<file path="src/sbl_pkg.sv">
// Purpose: constants for the serial boot loader command interpreter
// Assumes: byte-wide receive and transmit paths on one clock
// Notes: none
package sbl_pkg;
  localparam logic [7:0] MODE_UART = 8'h86;
  localparam logic [7:0] MODE_IO = 8'h30;
  localparam logic [7:0] CMD_RAM = 8'h10;
  localparam logic [7:0] CMD_SUM = 8'h20;
  localparam logic [7:0] ACK_RAM = 8'h10;
  localparam logic [7:0] NAK_CODE = 8'h01;
  localparam logic [7:0] ERR_CODE = 8'h08;
  localparam int PW_BYTES = 12;
  localparam int HDR_BYTES = 6;
  localparam logic [3:0] PW_LAST = 4'hb;
  localparam logic [3:0] HDR_LAST = 4'h5;
  localparam logic [3:0] HDR_ADDR_LAST = 4'h3;
  localparam logic [3:0] IDX_RST = 4'h0;
  localparam logic [7:0] SUM_RST = 8'h00;
  localparam logic [15:0] CNT_RST = 16'h0000;
  localparam logic [31:0] ADDR_RST = 32'h0000_0000;
  typedef enum logic [3:0] {
    SBL_MODE, SBL_CMD, SBL_PW, SBL_PWSUM, SBL_HDR, SBL_HDRSUM,
    SBL_DATA, SBL_DSUM, SBL_SEND, SBL_FSH, SBL_FSL, SBL_FSC,
    SBL_JUMP, SBL_RUN, SBL_ABORT
  } sbl_state_e;
endpackage : sbl_pkg

</file>
<file path="src/sbl_stream_if.sv">
// Purpose: byte stream with valid and ready between loader modules
// Assumes: one clock
// Notes: none
`timescale 1ns/1ps
`default_nettype none
interface sbl_stream_if #(parameter int W = 8);
  logic valid;
  logic ready;
  logic [W-1:0] data;
  modport src (output valid, output data, input ready);
  modport snk (input valid, input data, output ready);
endinterface : sbl_stream_if
`default_nettype wire

</file>
<file path="src/sbl_buf2.sv">
// Purpose: two-entry buffer on the transmit byte path
// Assumes: consumer may stall at any time
// Notes: ready on either side is honest full or empty
`timescale 1ns/1ps
`default_nettype none
module sbl_buf2 #(
  parameter int W = 8
) (
  // clock and reset
  input wire logic clk_i,
  input wire logic rst_i,
  // fill side
  sbl_stream_if.snk in_s,
  // drain side
  output logic out_valid_o,
  output logic [W-1:0] out_data_o,
  input wire logic out_ready_i
);
  typedef struct packed {
    logic [1:0][W-1:0] mem;
    logic [1:0] cnt;
  } sbl_buf_s;
  sbl_buf_s r, n;
  logic push, pop;
  assign in_s.ready = (r.cnt != 2'h2);
  assign out_valid_o = (r.cnt != 2'h0);
  assign out_data_o = r.mem[0];
  assign push = in_s.valid && in_s.ready;
  assign pop = out_valid_o && out_ready_i;
  always_comb begin
    n = r;
    if (pop) begin
      n.mem[0] = r.mem[1];
    end
    if (push) begin
      if (r.cnt == 2'h0 || (r.cnt == 2'h1 && pop)) begin
        n.mem[0] = in_s.data;
      end else begin
        n.mem[1] = in_s.data;
      end
    end
    n.cnt = r.cnt + {1'b0, push} - {1'b0, pop};
  end
  always_ff @(posedge clk_i) begin
    if (rst_i) begin
      r <= '0;
    end else begin
      r <= n;
    end
  end
endmodule : sbl_buf2
`default_nettype wire

</file>
<file path="src/sbl_core.sv">
// Purpose: serial boot loader command interpreter, byte level
// Assumes: receiver and transmitter byte logic sit on the same clock
// Notes: negative and error answers carry zero in the upper nibble
//
// Behaviour
// - good checksum answered with 0x10
// - negative answer has low nibble 1
// - receive error answered with low nibble 8
// - payload streamed then checked by its checksum
// - payload checksum answered with same codes
// - good payload starts execution at load address
// - after negative answer wait for command
// - io mode errors give no negative answer
// - echo the mode byte
// - uart baud failure aborts session
// - flash-sum command echoed as 0x20
// - send sum high, low, then checksum
// - after sum checksum wait for command
// - password and its checksum precede address
`timescale 1ns/1ps
`default_nettype none
module sbl_core #(
  parameter int BUF_W = 8
) (
  // clock and reset
  input wire logic clk_i,
  input wire logic rst_i,
  // received bytes
  input wire logic rx_valid_i,
  input wire logic [7:0] rx_data_i,
  input wire logic rx_err_i,
  output logic rx_ready_o,
  input wire logic baud_ok_i,
  // transmitted bytes
  output logic tx_valid_o,
  output logic [7:0] tx_data_o,
  input wire logic tx_ready_i,
  // device data
  input wire logic [95:0] password_i,
  input wire logic [15:0] flash_sum_i,
  // RAM load and hand-off
  output logic ram_we_o,
  output logic [31:0] ram_addr_o,
  output logic [7:0] ram_data_o,
  output logic jump_o,
  output logic [31:0] jump_addr_o,
  output logic io_mode_o,
  output logic abort_o
);
  typedef struct packed {
    sbl_pkg::sbl_state_e st;
    sbl_pkg::sbl_state_e ret;
    logic [7:0] txb;
    logic [7:0] sum;
    logic [3:0] idx;
    logic pw_ok;
    logic io;
    logic [31:0] addr;
    logic [15:0] len;
    logic [15:0] cnt;
    logic we;
    logic [31:0] waddr;
    logic [7:0] wdata;
    logic jump;
  } sbl_core_s;
  sbl_core_s r, n;
  sbl_stream_if #(.W(BUF_W)) tx_s ();
  logic rx_take;
  logic [7:0] sum_nxt;
  logic [7:0] pw_byte;

  sbl_buf2 #(.W(BUF_W)) u_txbuf (
    .clk_i(clk_i),
    .rst_i(rst_i),
    .in_s(tx_s.snk),
    .out_valid_o(tx_valid_o),
    .out_data_o(tx_data_o),
    .out_ready_i(tx_ready_i)
  );

  // no byte is taken while an answer is pending
  assign rx_ready_o = (r.st != sbl_pkg::SBL_SEND) &&
                      (r.st != sbl_pkg::SBL_FSH) &&
                      (r.st != sbl_pkg::SBL_FSL) &&
                      (r.st != sbl_pkg::SBL_FSC) &&
                      (r.st != sbl_pkg::SBL_JUMP) &&
                      (r.st != sbl_pkg::SBL_RUN) &&
                      (r.st != sbl_pkg::SBL_ABORT);
  assign rx_take = rx_valid_i && rx_ready_o;
  assign tx_s.valid = (r.st == sbl_pkg::SBL_SEND);
  assign tx_s.data = r.txb;
  assign sum_nxt = r.sum + rx_data_i;
  assign pw_byte = password_i[8'(95 - 8 * int'(r.idx)) -: 8];

  assign ram_we_o = r.we;
  assign ram_addr_o = r.waddr;
  assign ram_data_o = r.wdata;
  assign jump_o = r.jump;
  assign jump_addr_o = r.addr;
  assign io_mode_o = r.io;
  assign abort_o = (r.st == sbl_pkg::SBL_ABORT);

  always_comb begin
    n = r;
    n.we = 1'b0;
    n.jump = 1'b0;
    if (rx_take && rx_err_i && r.st != sbl_pkg::SBL_MODE) begin
      if (!r.io) begin
        n.txb = sbl_pkg::ERR_CODE;
        n.ret = sbl_pkg::SBL_CMD;
        n.st = sbl_pkg::SBL_SEND;
      end else begin
        n.st = sbl_pkg::SBL_CMD;
      end
    end else begin
      case (r.st)
        sbl_pkg::SBL_MODE: begin
          if (rx_take) begin
            if (rx_data_i == sbl_pkg::MODE_UART && baud_ok_i &&
                !rx_err_i) begin
              n.io = 1'b0;
              n.txb = sbl_pkg::MODE_UART;
              n.ret = sbl_pkg::SBL_CMD;
              n.st = sbl_pkg::SBL_SEND;
            end else if (rx_data_i == sbl_pkg::MODE_IO && !rx_err_i) begin
              n.io = 1'b1;
              n.txb = sbl_pkg::MODE_IO;
              n.ret = sbl_pkg::SBL_CMD;
              n.st = sbl_pkg::SBL_SEND;
            end else begin
              n.st = sbl_pkg::SBL_ABORT;
            end
          end
        end
        sbl_pkg::SBL_CMD: begin
          if (rx_take) begin
            n.sum = sbl_pkg::SUM_RST;
            n.idx = sbl_pkg::IDX_RST;
            n.pw_ok = 1'b1;
            n.st = sbl_pkg::SBL_SEND;
            if (rx_data_i == sbl_pkg::CMD_RAM) begin
              n.txb = sbl_pkg::CMD_RAM;
              n.ret = sbl_pkg::SBL_PW;
            end else if (rx_data_i == sbl_pkg::CMD_SUM) begin
              n.txb = sbl_pkg::CMD_SUM;
              n.ret = sbl_pkg::SBL_FSH;
            end else begin
              n.txb = sbl_pkg::NAK_CODE;
              n.ret = sbl_pkg::SBL_CMD;
            end
          end
        end
        sbl_pkg::SBL_PW: begin
          if (rx_take) begin
            n.sum = sum_nxt;
            if (rx_data_i != pw_byte) begin
              n.pw_ok = 1'b0;
            end
            n.idx = r.idx + 4'h1;
            if (r.idx == sbl_pkg::PW_LAST) begin
              n.st = sbl_pkg::SBL_PWSUM;
            end
          end
        end
        sbl_pkg::SBL_HDR: begin
          if (rx_take) begin
            n.sum = sum_nxt;
            if (r.idx <= sbl_pkg::HDR_ADDR_LAST) begin
              n.addr = {r.addr[23:0], rx_data_i};
            end else begin
              n.len = {r.len[7:0], rx_data_i};
            end
            n.idx = r.idx + 4'h1;
            if (r.idx == sbl_pkg::HDR_LAST) begin
              n.st = sbl_pkg::SBL_HDRSUM;
            end
          end
        end
        sbl_pkg::SBL_DATA: begin
          if (rx_take) begin
            n.sum = sum_nxt;
            n.we = 1'b1;
            n.waddr = r.addr + 32'(r.cnt);
            n.wdata = rx_data_i;
            n.cnt = r.cnt + 16'h0001;
            if (r.cnt + 16'h0001 == r.len) begin
              n.st = sbl_pkg::SBL_DSUM;
            end
          end
        end
        sbl_pkg::SBL_PWSUM, sbl_pkg::SBL_HDRSUM, sbl_pkg::SBL_DSUM: begin
          if (rx_take) begin
            n.st = sbl_pkg::SBL_SEND;
            n.sum = sbl_pkg::SUM_RST;
            n.idx = sbl_pkg::IDX_RST;
            n.cnt = sbl_pkg::CNT_RST;
            if (sum_nxt != sbl_pkg::SUM_RST ||
                (r.st == sbl_pkg::SBL_PWSUM && !r.pw_ok)) begin
              n.txb = sbl_pkg::NAK_CODE;
              n.ret = sbl_pkg::SBL_CMD;
            end else begin
              n.txb = sbl_pkg::ACK_RAM;
              if (r.st == sbl_pkg::SBL_PWSUM) begin
                n.ret = sbl_pkg::SBL_HDR;
              end else if (r.st == sbl_pkg::SBL_HDRSUM) begin
                n.ret = (r.len == sbl_pkg::CNT_RST) ? sbl_pkg::SBL_DSUM :
                        sbl_pkg::SBL_DATA;
              end else begin
                n.ret = sbl_pkg::SBL_JUMP;
              end
            end
          end
        end
        sbl_pkg::SBL_SEND: begin
          if (tx_s.ready) begin
            n.st = r.ret;
          end
        end
        sbl_pkg::SBL_FSH: begin
          n.txb = flash_sum_i[15:8];
          n.ret = sbl_pkg::SBL_FSL;
          n.st = sbl_pkg::SBL_SEND;
        end
        sbl_pkg::SBL_FSL: begin
          n.txb = flash_sum_i[7:0];
          n.ret = sbl_pkg::SBL_FSC;
          n.st = sbl_pkg::SBL_SEND;
        end
        sbl_pkg::SBL_FSC: begin
          n.txb = 8'h00 - (flash_sum_i[15:8] + flash_sum_i[7:0]);
          n.ret = sbl_pkg::SBL_CMD;
          n.st = sbl_pkg::SBL_SEND;
        end
        sbl_pkg::SBL_JUMP: begin
          n.jump = 1'b1;
          n.st = sbl_pkg::SBL_RUN;
        end
        sbl_pkg::SBL_RUN, sbl_pkg::SBL_ABORT: begin
          n.st = r.st;
        end
        default: begin
          n.st = sbl_pkg::SBL_ABORT;
        end
      endcase
    end
  end

  always_ff @(posedge clk_i) begin
    if (rst_i) begin
      r <= '0;
      r.st <= sbl_pkg::SBL_MODE;
      r.ret <= sbl_pkg::SBL_MODE;
    end else begin
      r <= n;
    end
  end
endmodule : sbl_core
`default_nettype wire

</file>
<file path="config.mk">
export PLATFORM = sky130hd
export DESIGN_NAME = sbl_core
export DESIGN_NICKNAME = d
export VERILOG_FILES = /design/src/sbl_pkg.sv /design/src/sbl_stream_if.sv /design/src/sbl_buf2.sv /design/src/sbl_core.sv
export SDC_FILE = /design/constraint.sdc
export NUM_CORES = 1
export LEC_CHECK = 0
export ABC_AREA = 1
export BUFFER_PORTS_ARGS = -buffer_cell sky130_fd_sc_hd__buf_2
export CORE_MARGIN = 2
export CORE_UTILIZATION = 30
export CTS_BUF_LIST = sky130_fd_sc_hd__clkbuf_16
export CTS_CLUSTER_DIAMETER = 80
export DETAILED_ROUTE_END_ITERATION = 8
export SYNTH_ARGS = -nofsm -noshare
export SYNTH_HDL_FRONTEND = slang
export SYNTH_SLANG_ARGS = --single-unit
export TNS_END_PERCENT = 50
</file>
<file path="constraint.sdc">
create_clock -name clk_i -period 2.9 [get_ports clk_i]
set_clock_uncertainty 0.05 [all_clocks]
set_input_delay 0.58 -clock clk_i [delete_from_list [all_inputs] [get_ports clk_i]]
set_output_delay 0.58 -clock clk_i [all_outputs]
set_load 0.1 [all_outputs]
</file>
==> impl_metrics.ini <==
[placed_design]
dp.cells = 2178
hpwl_mm = 25.8
gp_congestion = 0.909
port_buffers = 211
post-place-ws_ns = 0.0945

[timing]
period_needed_ns = 2.63
finalHoldWorstSlack_ns = 0.415
relSlewSlack = 0.528
fin_ws_ns = 0.266
report.final.hold_viol_count = 0
rsz0062_at_grt = no
finalSetupTns_ns = 0
finalCritPeriodShare = 0.908
fmax_ghz = 0.380
setup_violations = 0
slew_violations = 0
worst_slew_pin_slew_ns = 0.707

[clock_tree]
clockRootBuffer = clkbuf_16
post_cts_buffers = 0
path_clk_slew_ns = 0.07
clock-sinks = 154
cts_tree = yes
cts_buffers = 17
insertion_delay_ns = 0.44
htree_num_levels = 4
cts_buffer_depth = 2

[yosys]
syn-cell-area_um2 = 10500
synth_cell_types = 51
synth_ff_type = dfxtp_1
synth.avg_cell_area_um2 = 6.51
synth_edf_count = 0
synth_cells = 1619
synthTopCellsByArea = dfxtp_1, nand2_1, nor2_1
synthArstFlopShare = 0
ys_seq_elements = 154
yosysTopAreaCell = dfxtp_1
ys_seq_area_frac = 0.292
synth.yosys.warnings = 0
synth_top_cell_area_share = 0.292
synth.net_count = 1793

[global_routing]
grt_pass1_wl_mm = 52.1
grt_pass1_vias = 10009
antenna_found_initial = 2
grt.total_usage = 0.180
grt_max_degree = 69
grt_overflow_total = 0

[die]
die_y_um = 191
core_um2 = 34500
pin_count = 212
start_util = 0.305
die_area_um2 = 36700
die_x_um = 191
num_rows = 68

[hold_path]
hold_class = reg2reg

[power_and_ir_drop]
p_leak_nw = 5.78
vdd_ir_drop_max_mv = 0.403
p_per_area_nw_per_um2 = 779
power_w = 0.00955

[layout]
final_nets = 1916
drive_gt1_frac = 0.178
final_cells = 2212
fillers = 3805
synthToLayoutAreaGrowth_pct = 16.2

[route]
vias = 10768
drc = 0
wl_per_cell_um = 14.9
viasPerCell = 4.87
final_antenna_net_count = 0
dr.pass1.iters = 5
drt-initial-drc-count = 815
routed_wl_mm = 33.0

[worst_setup_path]
cp.arrival_ns = 2.92
path_class = reg2reg
crit_fanout = 6
crit_path_end_kind = register
crit_required_ns = 3.19
critical_path.startpoint_type = register

[outcome]
status = finished clean

[run]
max-cap-violations = 0
state kept, by name (all words and copies together) (netlist names), 8 cells and up:
| signal | count |
|---|---|
| r | 53 |
| jump_addr_o | 32 |
| ram_addr_o | 32 |
| u_txbuf.r | 10 |
| ram_data_o | 8 |
| tx_s.data | 8 |
| u_txbuf.out_data_o | 8 |
critical path, stage by stage (launching register included):
cell	delay, ns
dfxtp_2	0.39
ha_1	0.18
inv_1	0.06
fa_1	0.40
inv_1	0.09
nand3_1	0.07
nand2_1	0.11
a21boi_0	0.17
o21bai_1	0.21
nand2_1	0.07
nand2_1	0.13
nand2_1	0.11
nor2_2	0.14
nand2_1	0.06
nand2_1	0.06
nand3_1	0.07
o211ai_1	0.10
inv_1	0.05
layout make-up:
class / instances / area, um^2 / share of cell area
clock inverter: 15 / 236 / 0.0193
timing repair buffer: 242 / 1330 / 0.108
clock buffer: 17 / 425 / 0.0347
inverter: 169 / 637 / 0.0520
tap: 455 / 569 / 0.0465
sequential: 154 / 3080 / 0.252
antenna: 2 / 5.00 / 0.000409
multi-input combinational: 1158 / 5970 / 0.487
final timing paths:
kind	from	endpoint	slack [ns]	depth (start not counted)
worst min-delay path	r[114]	r[114]	0.41	2
worst max-delay path	r[42]	ram_addr_o[28]	0.27	17
worst min register to register	r[114]	r[114]	0.41	2
worst max register to register	r[42]	ram_addr_o[28]	0.27	17
cell families (layout without fill, tap and decap cells):
group	Yosys count	in the layout	share of synthesized area
xor gates and xnor gates	34	34	0.0310
DFF	154	154	0.292
AOI/OAI and AO/OA	369	369	0.193
adders and majority gates	48	48	0.0591
buffers and inverters	307	443	0.142
other	0	2	0
and+or+nand+nor	707	707	0.283
report_power, final:
part | switching [W] | internal (W)
sequential | 0.000285 | 0.00242
combinational | 0.00320 | 0.00112
clock | 0.000977 | 0.00155
total | 0.00446 | 0.00508
stage by stage:
stage | cell area [um^2] | utilization
floorplan | 10500 | -
global placement | 11600 | 0.335
detailed placement | 11600 | 0.335
CTS | 12200 | 0.354
global route | 12200 | 0.355
finish | 12200 | 0.355
cells in the final DEF (no fill, tap or decap), types with 4 or more instances in the layout:
master,instances
o211ai_1,13
inv_1,160
inv_6,4
or2_2,10
ha_1,45
o21ai_0,155
nor2_2,8
nand4_1,20
nand3_1,110
buf_2,211
nand2_1,292
xnor2_1,16
a21o_1,5
bufinv_16,5
o22ai_1,8
xor2_1,16
buf_4,28
a211oi_1,13
dfxtp_1,153
o21ai_1,14
nor2_1,231
clkbuf_16,17
a21oi_1,126
nor3_1,22
inv_2,7
a31oi_1,14
nor4_1,4
Yosys cell counts, drive strengths merged (2+ instances only):
cell	number
nor3	23
nand2	296
fa	3
buf	104
a21oi	128
o211ai	13
nand4	20
xor2	16
o21a	3
dfxtp	154
nor2	242
or2	10
a31oi	14
inv	168
a21o	5
clkbuf	34
o21bai	2
a211oi	13
o22ai	8
ha	45
o21ai	170
a22oi	3
nand3	110
xnor2	16
a221oi	3
nor4	4
repair_timing:
item	4_1_cts	5_1_grt
hold buffers	0	0
gates resized for setup	0	2
endpoints found under the setup margin	0	2
layer usage:
layer  vias up  routed length (um)  GRT usage
met5         -                   0          0
met4         0                 727     0.0595
met3        45                1430     0.0268
met2       290               15700      0.305
met1      4908               15100      0.234
li1       5525                   -          -
No activity file was read; power rests on OpenSTA's default activity.
